## config.mk

```make
export PLATFORM = sky130hd
export DESIGN_NAME = hidc_regs
export DESIGN_NICKNAME = d
export VERILOG_FILES = /design/src/hw/hidc_event_bit.v /design/src/hw/hidc_regs.v
export VERILOG_INCLUDE_DIRS = /design/src /design/src/hw
export SDC_FILE = /design/constraint.sdc
export NUM_CORES = 1
export LEC_CHECK = 0
export ABC_AREA = 1
export BUFFER_PORTS_ARGS = -buffer_cell sky130_fd_sc_hd__buf_2
export CORE_MARGIN = 2
export CORE_UTILIZATION = 55
export CTS_CLUSTER_SIZE = 14
export DETAILED_ROUTE_END_ITERATION = 10
export GPL_ROUTABILITY_DRIVEN = 0
export GPL_TIMING_DRIVEN = 0
export PLACE_DENSITY = 0.89
export SKIP_LAST_GASP = 1
export SLEW_MARGIN = 25
export SYNTH_ARGS = -nofsm -noshare
export SYNTH_HDL_FRONTEND = slang
export SYNTH_SLANG_ARGS = --single-unit
export TNS_END_PERCENT = 1
```

## constraint.sdc

```tcl
create_clock -name clock_i -period 2.3 [get_ports clock_i]
set_clock_uncertainty 0.15 [all_clocks]
set_input_delay 0.23 -clock clock_i [delete_from_list [all_inputs] [get_ports clock_i]]
set_output_delay 0.23 -clock clock_i [all_outputs]
set_load 0.005 [all_outputs]
```

## src/hw/hidc_consts.vh

```
// Constants for the interrupt disable and communication area register bank
`ifndef HIDC_CONSTS_VH
`define HIDC_CONSTS_VH

// ----------------------------------------
// Register offsets
// ----------------------------------------
`define HIDC_OFS_INT_ENABLE     8'h10
`define HIDC_OFS_INT_DISABLE    8'h14
`define HIDC_OFS_COMM_AREA_BASE 8'h18
`define HIDC_OFS_EVENT_STATUS   8'h40

// ----------------------------------------
// Field positions
// ----------------------------------------
`define HIDC_BIT_MASTER_IRQ_GATE 31
`define HIDC_BIT_OWNERSHIP       30
`define HIDC_BIT_ROOT_HUB        6
`define HIDC_BIT_FRAME_OVF       5
`define HIDC_BIT_FATAL_ERROR     4
`define HIDC_BIT_RESUME          3
`define HIDC_BIT_FRAME_START     2
`define HIDC_BIT_DONE_HEAD       1
`define HIDC_BIT_SCHED_OVERRUN   0
`define HIDC_BASE_MSB            31
`define HIDC_BASE_LSB            8
`define HIDC_BASE_W              24
`define HIDC_NUM_EVENTS          8

// ----------------------------------------
// Reset values
// ----------------------------------------
`define HIDC_RST_BASE   24'h000000
`define HIDC_RST_WORD   32'h00000000
`define HIDC_LOW_ZERO   8'h00

`endif

```

## src/hw/hidc_event_bit.v

```verilog
// One event source: enable bit and sticky status bit
`timescale 1ns/1ps

module hidc_event_bit (
	input  wire clock_i,
	input  wire rst_b_i,
	input  wire soft_reset_i,
	input  wire enable_set_i,
	input  wire enable_clr_i,
	input  wire event_i,
	input  wire status_clr_i,
	output reg  enable_o,
	output reg  status_o
);

	// ----------------------------------------
	// Enable bit
	// ----------------------------------------
	always @(posedge clock_i or negedge rst_b_i) begin
		if (!rst_b_i) begin
			enable_o <= 1'b0;
		end else if (soft_reset_i) begin
			enable_o <= 1'b0;
		end else if (enable_clr_i) begin
			enable_o <= 1'b0;
		end else if (enable_set_i) begin
			enable_o <= 1'b1;
		end
	end

	// ----------------------------------------
	// Sticky status, set wins over clear
	// ----------------------------------------
	always @(posedge clock_i or negedge rst_b_i) begin
		if (!rst_b_i) begin
			status_o <= 1'b0;
		end else if (soft_reset_i) begin
			status_o <= 1'b0;
		end else if (event_i) begin
			status_o <= 1'b1;
		end else if (status_clr_i) begin
			status_o <= 1'b0;
		end
	end

endmodule

```

## src/hw/hidc_regs.v

```verilog
// Interrupt enable/disable and communication area base register bank
// Overview of operation
// - Writing 1 to bit 31 gates off all event interrupts; zeros change nothing.
// - Hardware or software reset leaves the master gate closed, no interrupts.
// - Writing 1 to bit 30 stops ownership change interrupts.
// - Writing 1 to bit 6 stops root hub change interrupts.
// - Writing 1 to bit 5 stops frame counter overflow interrupts.
// - Writing 1 to bit 4 stops fatal error interrupts.
// - Writing 1 to bit 3 stops resume detect interrupts.
// - Writing 1 to bit 2 stops start of frame interrupts.
// - Bit 1 stops done head write-back, bit 0 scheduling overrun interrupts.
// - Base address field bits 31 to 8 is read/write.
// - Base is 256-byte aligned; bits 7 to 0 always read zero.
// - Addressed area holds structures shared by controller and driver.
// - Each 1 written to disable clears the matching enable bit.
// - Reading disable returns the current enable register contents.
//
// Chosen here: the strobed register port.
`timescale 1ns/1ps
`include "hidc_consts.vh"

module hidc_regs #(
	parameter ADDR_W = 8
) (
	input  wire              clock_i,
	input  wire              rst_b_i,
	input  wire              soft_reset_i,
	input  wire [ADDR_W-1:0] addr_i,
	input  wire [31:0]       wr_data_i,
	input  wire              wr_strobe_i,
	input  wire              rd_strobe_i,
	input  wire              ev_sched_overrun_i,
	input  wire              ev_done_head_written_i,
	input  wire              ev_frame_start_i,
	input  wire              ev_resume_i,
	input  wire              ev_fatal_error_i,
	input  wire              ev_frame_count_overflow_i,
	input  wire              ev_root_hub_change_i,
	input  wire              ev_ownership_change_i,
	output reg  [31:0]       rd_data_o,
	output reg               irq_o,
	output reg               master_irq_gate_o,
	output reg  [23:0]       comm_area_base_o
);

	// ----------------------------------------
	// Address decode
	// ----------------------------------------
	wire        hit_enable;
	wire        hit_disable;
	wire        hit_base;
	wire        hit_status;
	wire        wr_enable;
	wire        wr_disable;
	wire        wr_base;
	wire        wr_status;

	assign hit_enable  = (addr_i == `HIDC_OFS_INT_ENABLE);
	assign hit_disable = (addr_i == `HIDC_OFS_INT_DISABLE);
	assign hit_base    = (addr_i == `HIDC_OFS_COMM_AREA_BASE);
	assign hit_status  = (addr_i == `HIDC_OFS_EVENT_STATUS);
	assign wr_enable   = wr_strobe_i & hit_enable;
	assign wr_disable  = wr_strobe_i & hit_disable;
	assign wr_base     = wr_strobe_i & hit_base;
	assign wr_status   = wr_strobe_i & hit_status;

	// ----------------------------------------
	// Event sources in register bit order
	// ----------------------------------------
	wire [`HIDC_NUM_EVENTS-1:0] ev_pulse;
	wire [`HIDC_NUM_EVENTS-1:0] en_bits;
	wire [`HIDC_NUM_EVENTS-1:0] st_bits;
	wire [`HIDC_NUM_EVENTS-1:0] wr_bits;

	assign ev_pulse = {ev_ownership_change_i,
	                   ev_root_hub_change_i,
	                   ev_frame_count_overflow_i,
	                   ev_fatal_error_i,
	                   ev_resume_i,
	                   ev_frame_start_i,
	                   ev_done_head_written_i,
	                   ev_sched_overrun_i};

	// Only bits 30 and 6..0 reach an event; reserved bits are dropped
	assign wr_bits = {wr_data_i[`HIDC_BIT_OWNERSHIP],
	                  wr_data_i[`HIDC_BIT_ROOT_HUB:`HIDC_BIT_SCHED_OVERRUN]};

	// ----------------------------------------
	// Per-event enable and status
	// ----------------------------------------
	genvar gi;
	generate
		for (gi = 0; gi < `HIDC_NUM_EVENTS; gi = gi + 1) begin : g_ev
			hidc_event_bit u_bit (
				.clock_i      (clock_i),
				.rst_b_i      (rst_b_i),
				.soft_reset_i (soft_reset_i),
				.enable_set_i (wr_enable & wr_bits[gi]),
				.enable_clr_i (wr_disable & wr_bits[gi]),
				.event_i      (ev_pulse[gi]),
				.status_clr_i (wr_status & wr_bits[gi]),
				.enable_o     (en_bits[gi]),
				.status_o     (st_bits[gi])
			);
		end
	endgenerate

	// ----------------------------------------
	// Master gate
	// ----------------------------------------
	reg master_gate;

	always @(posedge clock_i or negedge rst_b_i) begin
		if (!rst_b_i) begin
			master_gate <= 1'b0;
		end else if (soft_reset_i) begin
			master_gate <= 1'b0;
		end else if (wr_disable && wr_data_i[`HIDC_BIT_MASTER_IRQ_GATE]) begin
			master_gate <= 1'b0;
		end else if (wr_enable && wr_data_i[`HIDC_BIT_MASTER_IRQ_GATE]) begin
			master_gate <= 1'b1;
		end
	end

	// ----------------------------------------
	// Assembled register words
	// ----------------------------------------
	wire [31:0] enable_word;
	wire [31:0] status_word;

	assign enable_word = {master_gate, en_bits[7], 23'h000000, en_bits[6:0]};
	assign status_word = {1'b0, st_bits[7], 23'h000000, st_bits[6:0]};

	// ----------------------------------------
	// Communication area base
	// ----------------------------------------
	always @(posedge clock_i or negedge rst_b_i) begin
		if (!rst_b_i) begin
			comm_area_base_o <= `HIDC_RST_BASE;
		end else if (soft_reset_i) begin
			comm_area_base_o <= `HIDC_RST_BASE;
		end else if (wr_base) begin
			comm_area_base_o <= wr_data_i[`HIDC_BASE_MSB:`HIDC_BASE_LSB];
		end
	end

	// ----------------------------------------
	// Read data, one cycle after the strobe
	// ----------------------------------------
	reg [31:0] next_rd_data;

	always @* begin
		next_rd_data = `HIDC_RST_WORD;
		if (rd_strobe_i) begin
			case (1'b1)
				hit_enable:  next_rd_data = enable_word;
				hit_disable: next_rd_data = enable_word;
				hit_base:    next_rd_data = {comm_area_base_o, `HIDC_LOW_ZERO};
				hit_status:  next_rd_data = status_word;
				default:     next_rd_data = `HIDC_RST_WORD;
			endcase
		end
	end

	always @(posedge clock_i or negedge rst_b_i) begin
		if (!rst_b_i) begin
			rd_data_o <= `HIDC_RST_WORD;
		end else begin
			rd_data_o <= next_rd_data;
		end
	end

	// ----------------------------------------
	// Interrupt output
	// ----------------------------------------
	wire next_irq;

	assign next_irq = master_gate & (|(en_bits & st_bits));

	always @(posedge clock_i or negedge rst_b_i) begin
		if (!rst_b_i) begin
			irq_o             <= 1'b0;
			master_irq_gate_o <= 1'b0;
		end else begin
			irq_o             <= next_irq;
			master_irq_gate_o <= master_gate;
		end
	end

endmodule

```

# Yosys cells after proc, flatten, opt, wreduce, memory -nomap -nowiden
# Index checks and enable logic that the tools add are counted.
dict set report op_classes {
  eq_ne 4
  muxes 58
  n_bitwise 30
  reduce_logical 21
}
# operator n
set op_table {}
lappend op_table {{two-way mux 32 bit} 4}
lappend op_table {{two-way mux 1 bit} 51}
lappend op_table {{nonzero test 3 bit} 17}
lappend op_table {{two-way mux 24 bit} 2}
lappend op_table {{two-way mux 31 bit} 1}
lappend op_table {{AND 1 bit} 29}
lappend op_table {{== test 8 x 5 -> 1 bit, second input constant} 3}
lappend op_table {{AND 8 bit} 1}
lappend op_table {{== test 8 x 7 -> 1 bit, second input constant} 1}
lappend op_table {{OR reduction 8 bit} 1}
lappend op_table {{logical AND 1 bit} 2}
lappend op_table {{nonzero test 2 bit} 1}
dict set report word_totals {
  reg_bits 75
  in_bits 53
  out_inout_bits 58
  word_cells 134
}

# Logic depth before layout (Yosys ltp)
dict set report depth {
  ltp_word 6
  depth_mapped 9
}

# By module
# Synthesis repeated with hierarchy kept, for this count alone.
dict set report hier_totals {
  hier_cells 375
  area_unflattened_um2 3185.6
}
# mod n_inst cells_per_inst area_per_inst_um2
set modules_own_cells {}
lappend modules_own_cells {hidc_regs 1 311 2514.9}
lappend modules_own_cells {hidc_event_bit 8 8 83.8}

# Worst setup path after synthesis
# OpenSTA, ideal clock, no wires.
dict set report synth_timing {
  path_type {input -> register}
  startpoint {in wr_strobe_i}
  endpoint {reg g_ev[4].u_bit.enable_o}
  arrival_time_ps 989
  path_slack_ps 1047
  stages 6
  path_cell_list {buf_2 > inv_1 > nor3_4 > nand2_1 > nand2_1 > nor2_1}
}
dict set report synth_via {
  elab_chain_len 4
}
# item line
set synth_lines {}
lappend synth_lines {{start: declaration} hidc_regs.v:30} ;# input wire wr_strobe_i,
lappend synth_lines {{AND 1 bit} hidc_regs.v:63} ;# assign wr_disable = wr_strobe_i & hit_disable;
lappend synth_lines {{AND 1 bit} hidc_regs.v:99} ;# .enable_clr_i (wr_disable & wr_bits[gi]),
lappend synth_lines {{two-way mux 1 bit} hidc_event_bit.v:24} ;# end else if (enable_clr_i) begin
lappend synth_lines {{two-way mux 1 bit} hidc_event_bit.v:22} ;# end else if (soft_reset_i) begin
lappend synth_lines {{end signal: assignment} hidc_event_bit.v:21} ;# enable_o <= 1'b0;
lappend synth_lines {{end signal: assignment} hidc_event_bit.v:23} ;# enable_o <= 1'b0;
lappend synth_lines {{end signal: assignment} hidc_event_bit.v:25} ;# enable_o <= 1'b0;
lappend synth_lines {{end: declaration} hidc_event_bit.v:12} ;# output reg enable_o,
# Parallel ways exist; a longest one is shown, timed or not.
# A chain may end at the register's enable or synchronous reset.

# Final worst setup path
dict set report layout_timing {
  startpoint {in rd_strobe_i}
  endpoint {reg rd_data_o[31]}
}
dict set report layout_via {
  elab_chain_len 1
}
# item line
set layout_lines {}
lappend layout_lines {{start: declaration} hidc_regs.v:31} ;# input wire rd_strobe_i,
lappend layout_lines {{two-way mux 32 bit} hidc_regs.v:154} ;# if (rd_strobe_i) begin
lappend layout_lines {{named net next_rd_data[31]} hidc_regs.v:150} ;# reg [31:0] next_rd_data;
lappend layout_lines {{end signal: assignment} hidc_regs.v:167} ;# rd_data_o <= `HIDC_RST_WORD;
lappend layout_lines {{end signal: assignment} hidc_regs.v:169} ;# rd_data_o <= next_rd_data;
lappend layout_lines {{end: declaration} hidc_regs.v:40} ;# output reg [31:0] rd_data_o,
# The timed path passes the listed nets, and every way through them passes these cells.

==> run summary <==
Outcome: complete, no violations
Vias per cell: 5.397
TritonCTS clock tree: done
Maximum fanout encountered on the critical timing path: 10
Detailed-route DRC error count: 0
EDFF count, synth: 0
Sort of element at the end of the critical path: flop
Maximum level of the CTS H-tree: 3
Antenna Nets Post-Route: 0
Clock Tree Root: clkbuf_8
Wirelength, routed: 9.885 mm
Post-synth top flop: dfrtp_1
Pre-CTS setup slack: 0.7428 ns
Async set-or-reset flop fraction in the synthesized netlist: 100.0%
Initial core utilization: 57.56%
Category of the most critical setup path: in -> reg
Post-route setup slack: 0.8713 ns
RSZ-0062 raised after global routing: false
Setup TNS: 0 ns
Largest net degree at the start of global routing: 52
CTS clk-pin slew, worst paths: 0.08 ns
Overall overflow remaining after global route: 0
Worst slew margin relative to its limit: 59.36%
Number of search-and-repair iterations in the first detailed-routing pass: 6
Class of the tightest hold or removal check: in -> reg
Area Growth Syn to Fin: 35.84%
Routed wire per std cell: 15.72 um
Final setup violation count: 0
Pleak: 0.002508 uW
Die area: 6881 sq um
Largest stage delay on the critical path: 0.51 ns
Count of boundary I/O pins: 111
Top cells by area, synth: dfrtp_1 (54%), nand2_1 (13%), nand3_1 (7.9%)
Power per cell area: 558.9 nW/um^2
Share of post-route cells with drive strength above 1: 31.41%
Crit path DAT: 1.56 ns
Cells along the critical path: dlygate4sd3_1, buf_2, clkbuf_1, nand2_1, nor2_1
Slowest library cell on the worst path: dlygate4sd3_1
Die Wd: 82.95 um
Fin nets: 602
Net Count, Synth: 447
Placed cell area: 4083 sq um
Number of storage elements in the synthesis netlist: 74
Max Transition Viols Final: 0
Number of endpoints with negative hold slack in the final report: 0
Count of yosys warnings during synthesis: 0
Initial antenna violation count: 0
CP Data Required Time: 2.43 ns
Violation count after the first detailed-route iteration: 265
DP Wirelength: 6.234 mm
Post-route design area: 4657 sq um
Maximum frequency from static timing analysis: 699.9 MHz
Antenna diode count: 0
Row Count: 28
Number of cells upsized or downsized after cts: 0
Maximum Capacitance Violations: 0
Mean instance size in the synthesized netlist: 8.701 sq um
Setup repair bufs after CTS: 0
Portion of the clock cycle consumed by the worst path in the final layout: 62.12%
Fillcell total: 392
Count of hold-fix buffers inserted at cts: 37
Largest area contributor in the synthesized netlist: dfrtp_1
Number of global-route vias before repair: 3311
Inserted Clock Buffers: 9
Number of library cell types mapped by synthesis: 23
Leading cell type by number of instances after synthesis: nand2_1
Sequential area share after synthesis: 54.01%
Max Buffers Root-to-Sink: 2
Number of clock sinks: 74
Slew @ Worst Pin: 0.6096 ns
Synth top area share: 54.01%
Area of the core: 5956 sq um
Commonest cells in the netlist: nand2_1 (117), dfrtp_1 (74), nand3_1 (54), nor2_1 (52), inv_1 (29)
Kind of start point of the critical path: primary input
Synthesized instance count: 394
Netlist Area Pre-Place: 3428 sq um
Count of buffers from port buffering: 106
Clk_lat worst skew: 0.36 ns
All-layer global routing usage: 29.38%
Die extent in y: 82.95 um
Max rail drop VDD: 0.4944 mV
Via count: 3395
Wire length of the first global-routing pass: 15.93 mm
Post-route minimum period: 1.429 ns
## worst max-delay path: cells and delay by family
family	cells	cell delay (ns)
and+or+nand+nor	2	0.26
buffers and inverters	3	1.06
## final timing paths
| path | startpoint | end | slack [ns] | cells past startpoint |
|---|---|---|---|---|
| setup / recovery | rd_strobe_i | rd_data_o[31]$_DFF_PN0_ | 0.87 | 5 |
| hold / removal | wr_data_i[2] | g_ev[2].u_bit.enable_o$_DFFE_PN0P_ | 0.01 | 4 |
| setup reg to reg | g_ev[1].u_bit.enable_o$_DFFE_PN0P_ | irq_o$_DFF_PN0_ | 1.15 | 3 |
| hold reg to reg | master_gate$_DFFE_PN0P_ | master_irq_gate_o$_DFF_PN0_ | 0.26 | 0 |
| max in group asynchronous | rst_b_i | comm_area_base_o[22]$_DFFE_PN0P_ | 1.27 | 3 |
| min in group asynchronous | rst_b_i | comm_area_base_o[15]$_DFFE_PN0P_ | 0.17 | 2 |
## stage by stage
stage | cells | total power, uW | hold slack, ns | utilization (%)
after floorplan | 394 | 1414 | -0.2156 | -
after global placement | 575 | 1509 | 0.2380 | 68.05
after detailed placement | 576 | 1522 | 0.008075 | 68.55
after CTS | 629 | 2600 | 0.0008613 | 78.19
after global routing | 629 | 2690 | 0.01175 | 78.19
final | 629 | 2603 | 0.01214 | 78.19
## report_power, final
group | total, uW | internal [uW] | switching (uW)
Clock | 1050 | 537 | 517
Combinational | 228 | 101 | 127
Sequential | 1320 | 1310 | 9.95
Total | 2600 | 1950 | 654
## sequential cells by signal, indices dropped and copies added, names as in the netlist
name                 flops
g_ev.u_bit.status_o      8
rd_data_o               31
master_gate              1
g_ev.u_bit.enable_o      8
comm_area_base_o        24
master_irq_gate_o        1
irq_o                    1
## cells in the final DEF (no fill, tap or decap), types with 2 or more instances in the layout
master         count
a21oi_1            8
a22o_1             4
buf_2            115
buf_4              2
buf_6              6
clkbuf_1           3
clkbuf_8          10
clkinvlp_4         2
dfrtp_1           74
dlygate4sd3_1     37
inv_1             29
nand2_1          117
nand2_2            2
nand3_1           54
nand3_2           20
nor2_1            52
nor2_2             2
nor2_4             5
## cell type report
type                            instances  area, sq um  area share (%)
Timing Repair Buffer                  144        930.9           19.99
Sequential cell                        74         1852           39.76
Buffer                                 20        136.4           2.929
Multi-Input combinational cell        269         1321           28.37
Clock buffer                           11        141.4           3.036
Tap cell                               75        93.84           2.015
Inverter                               31        118.9           2.552
Clock inverter                          5        62.56           1.343
## cell families after synthesis
family          after synthesis  synth area share, %
compound gates               13                2.445
buf+inv                      51                7.445
flops                        74                54.01
other cells                   1               0.1094
simple gates                255                35.99
## routing by layer
metal / GRT usage (%) / share of wire, % / vias to the layer above
met3: 6.561 / 7.0 / 57
li1: - / - / 1546
met5: 0 / 0 / -
met4: 14.31 / 4.6 / 0
met2: 49.63 / 51 / 203
met1: 35.60 / 38 / 1589
(Power assumes the default switching activity.)
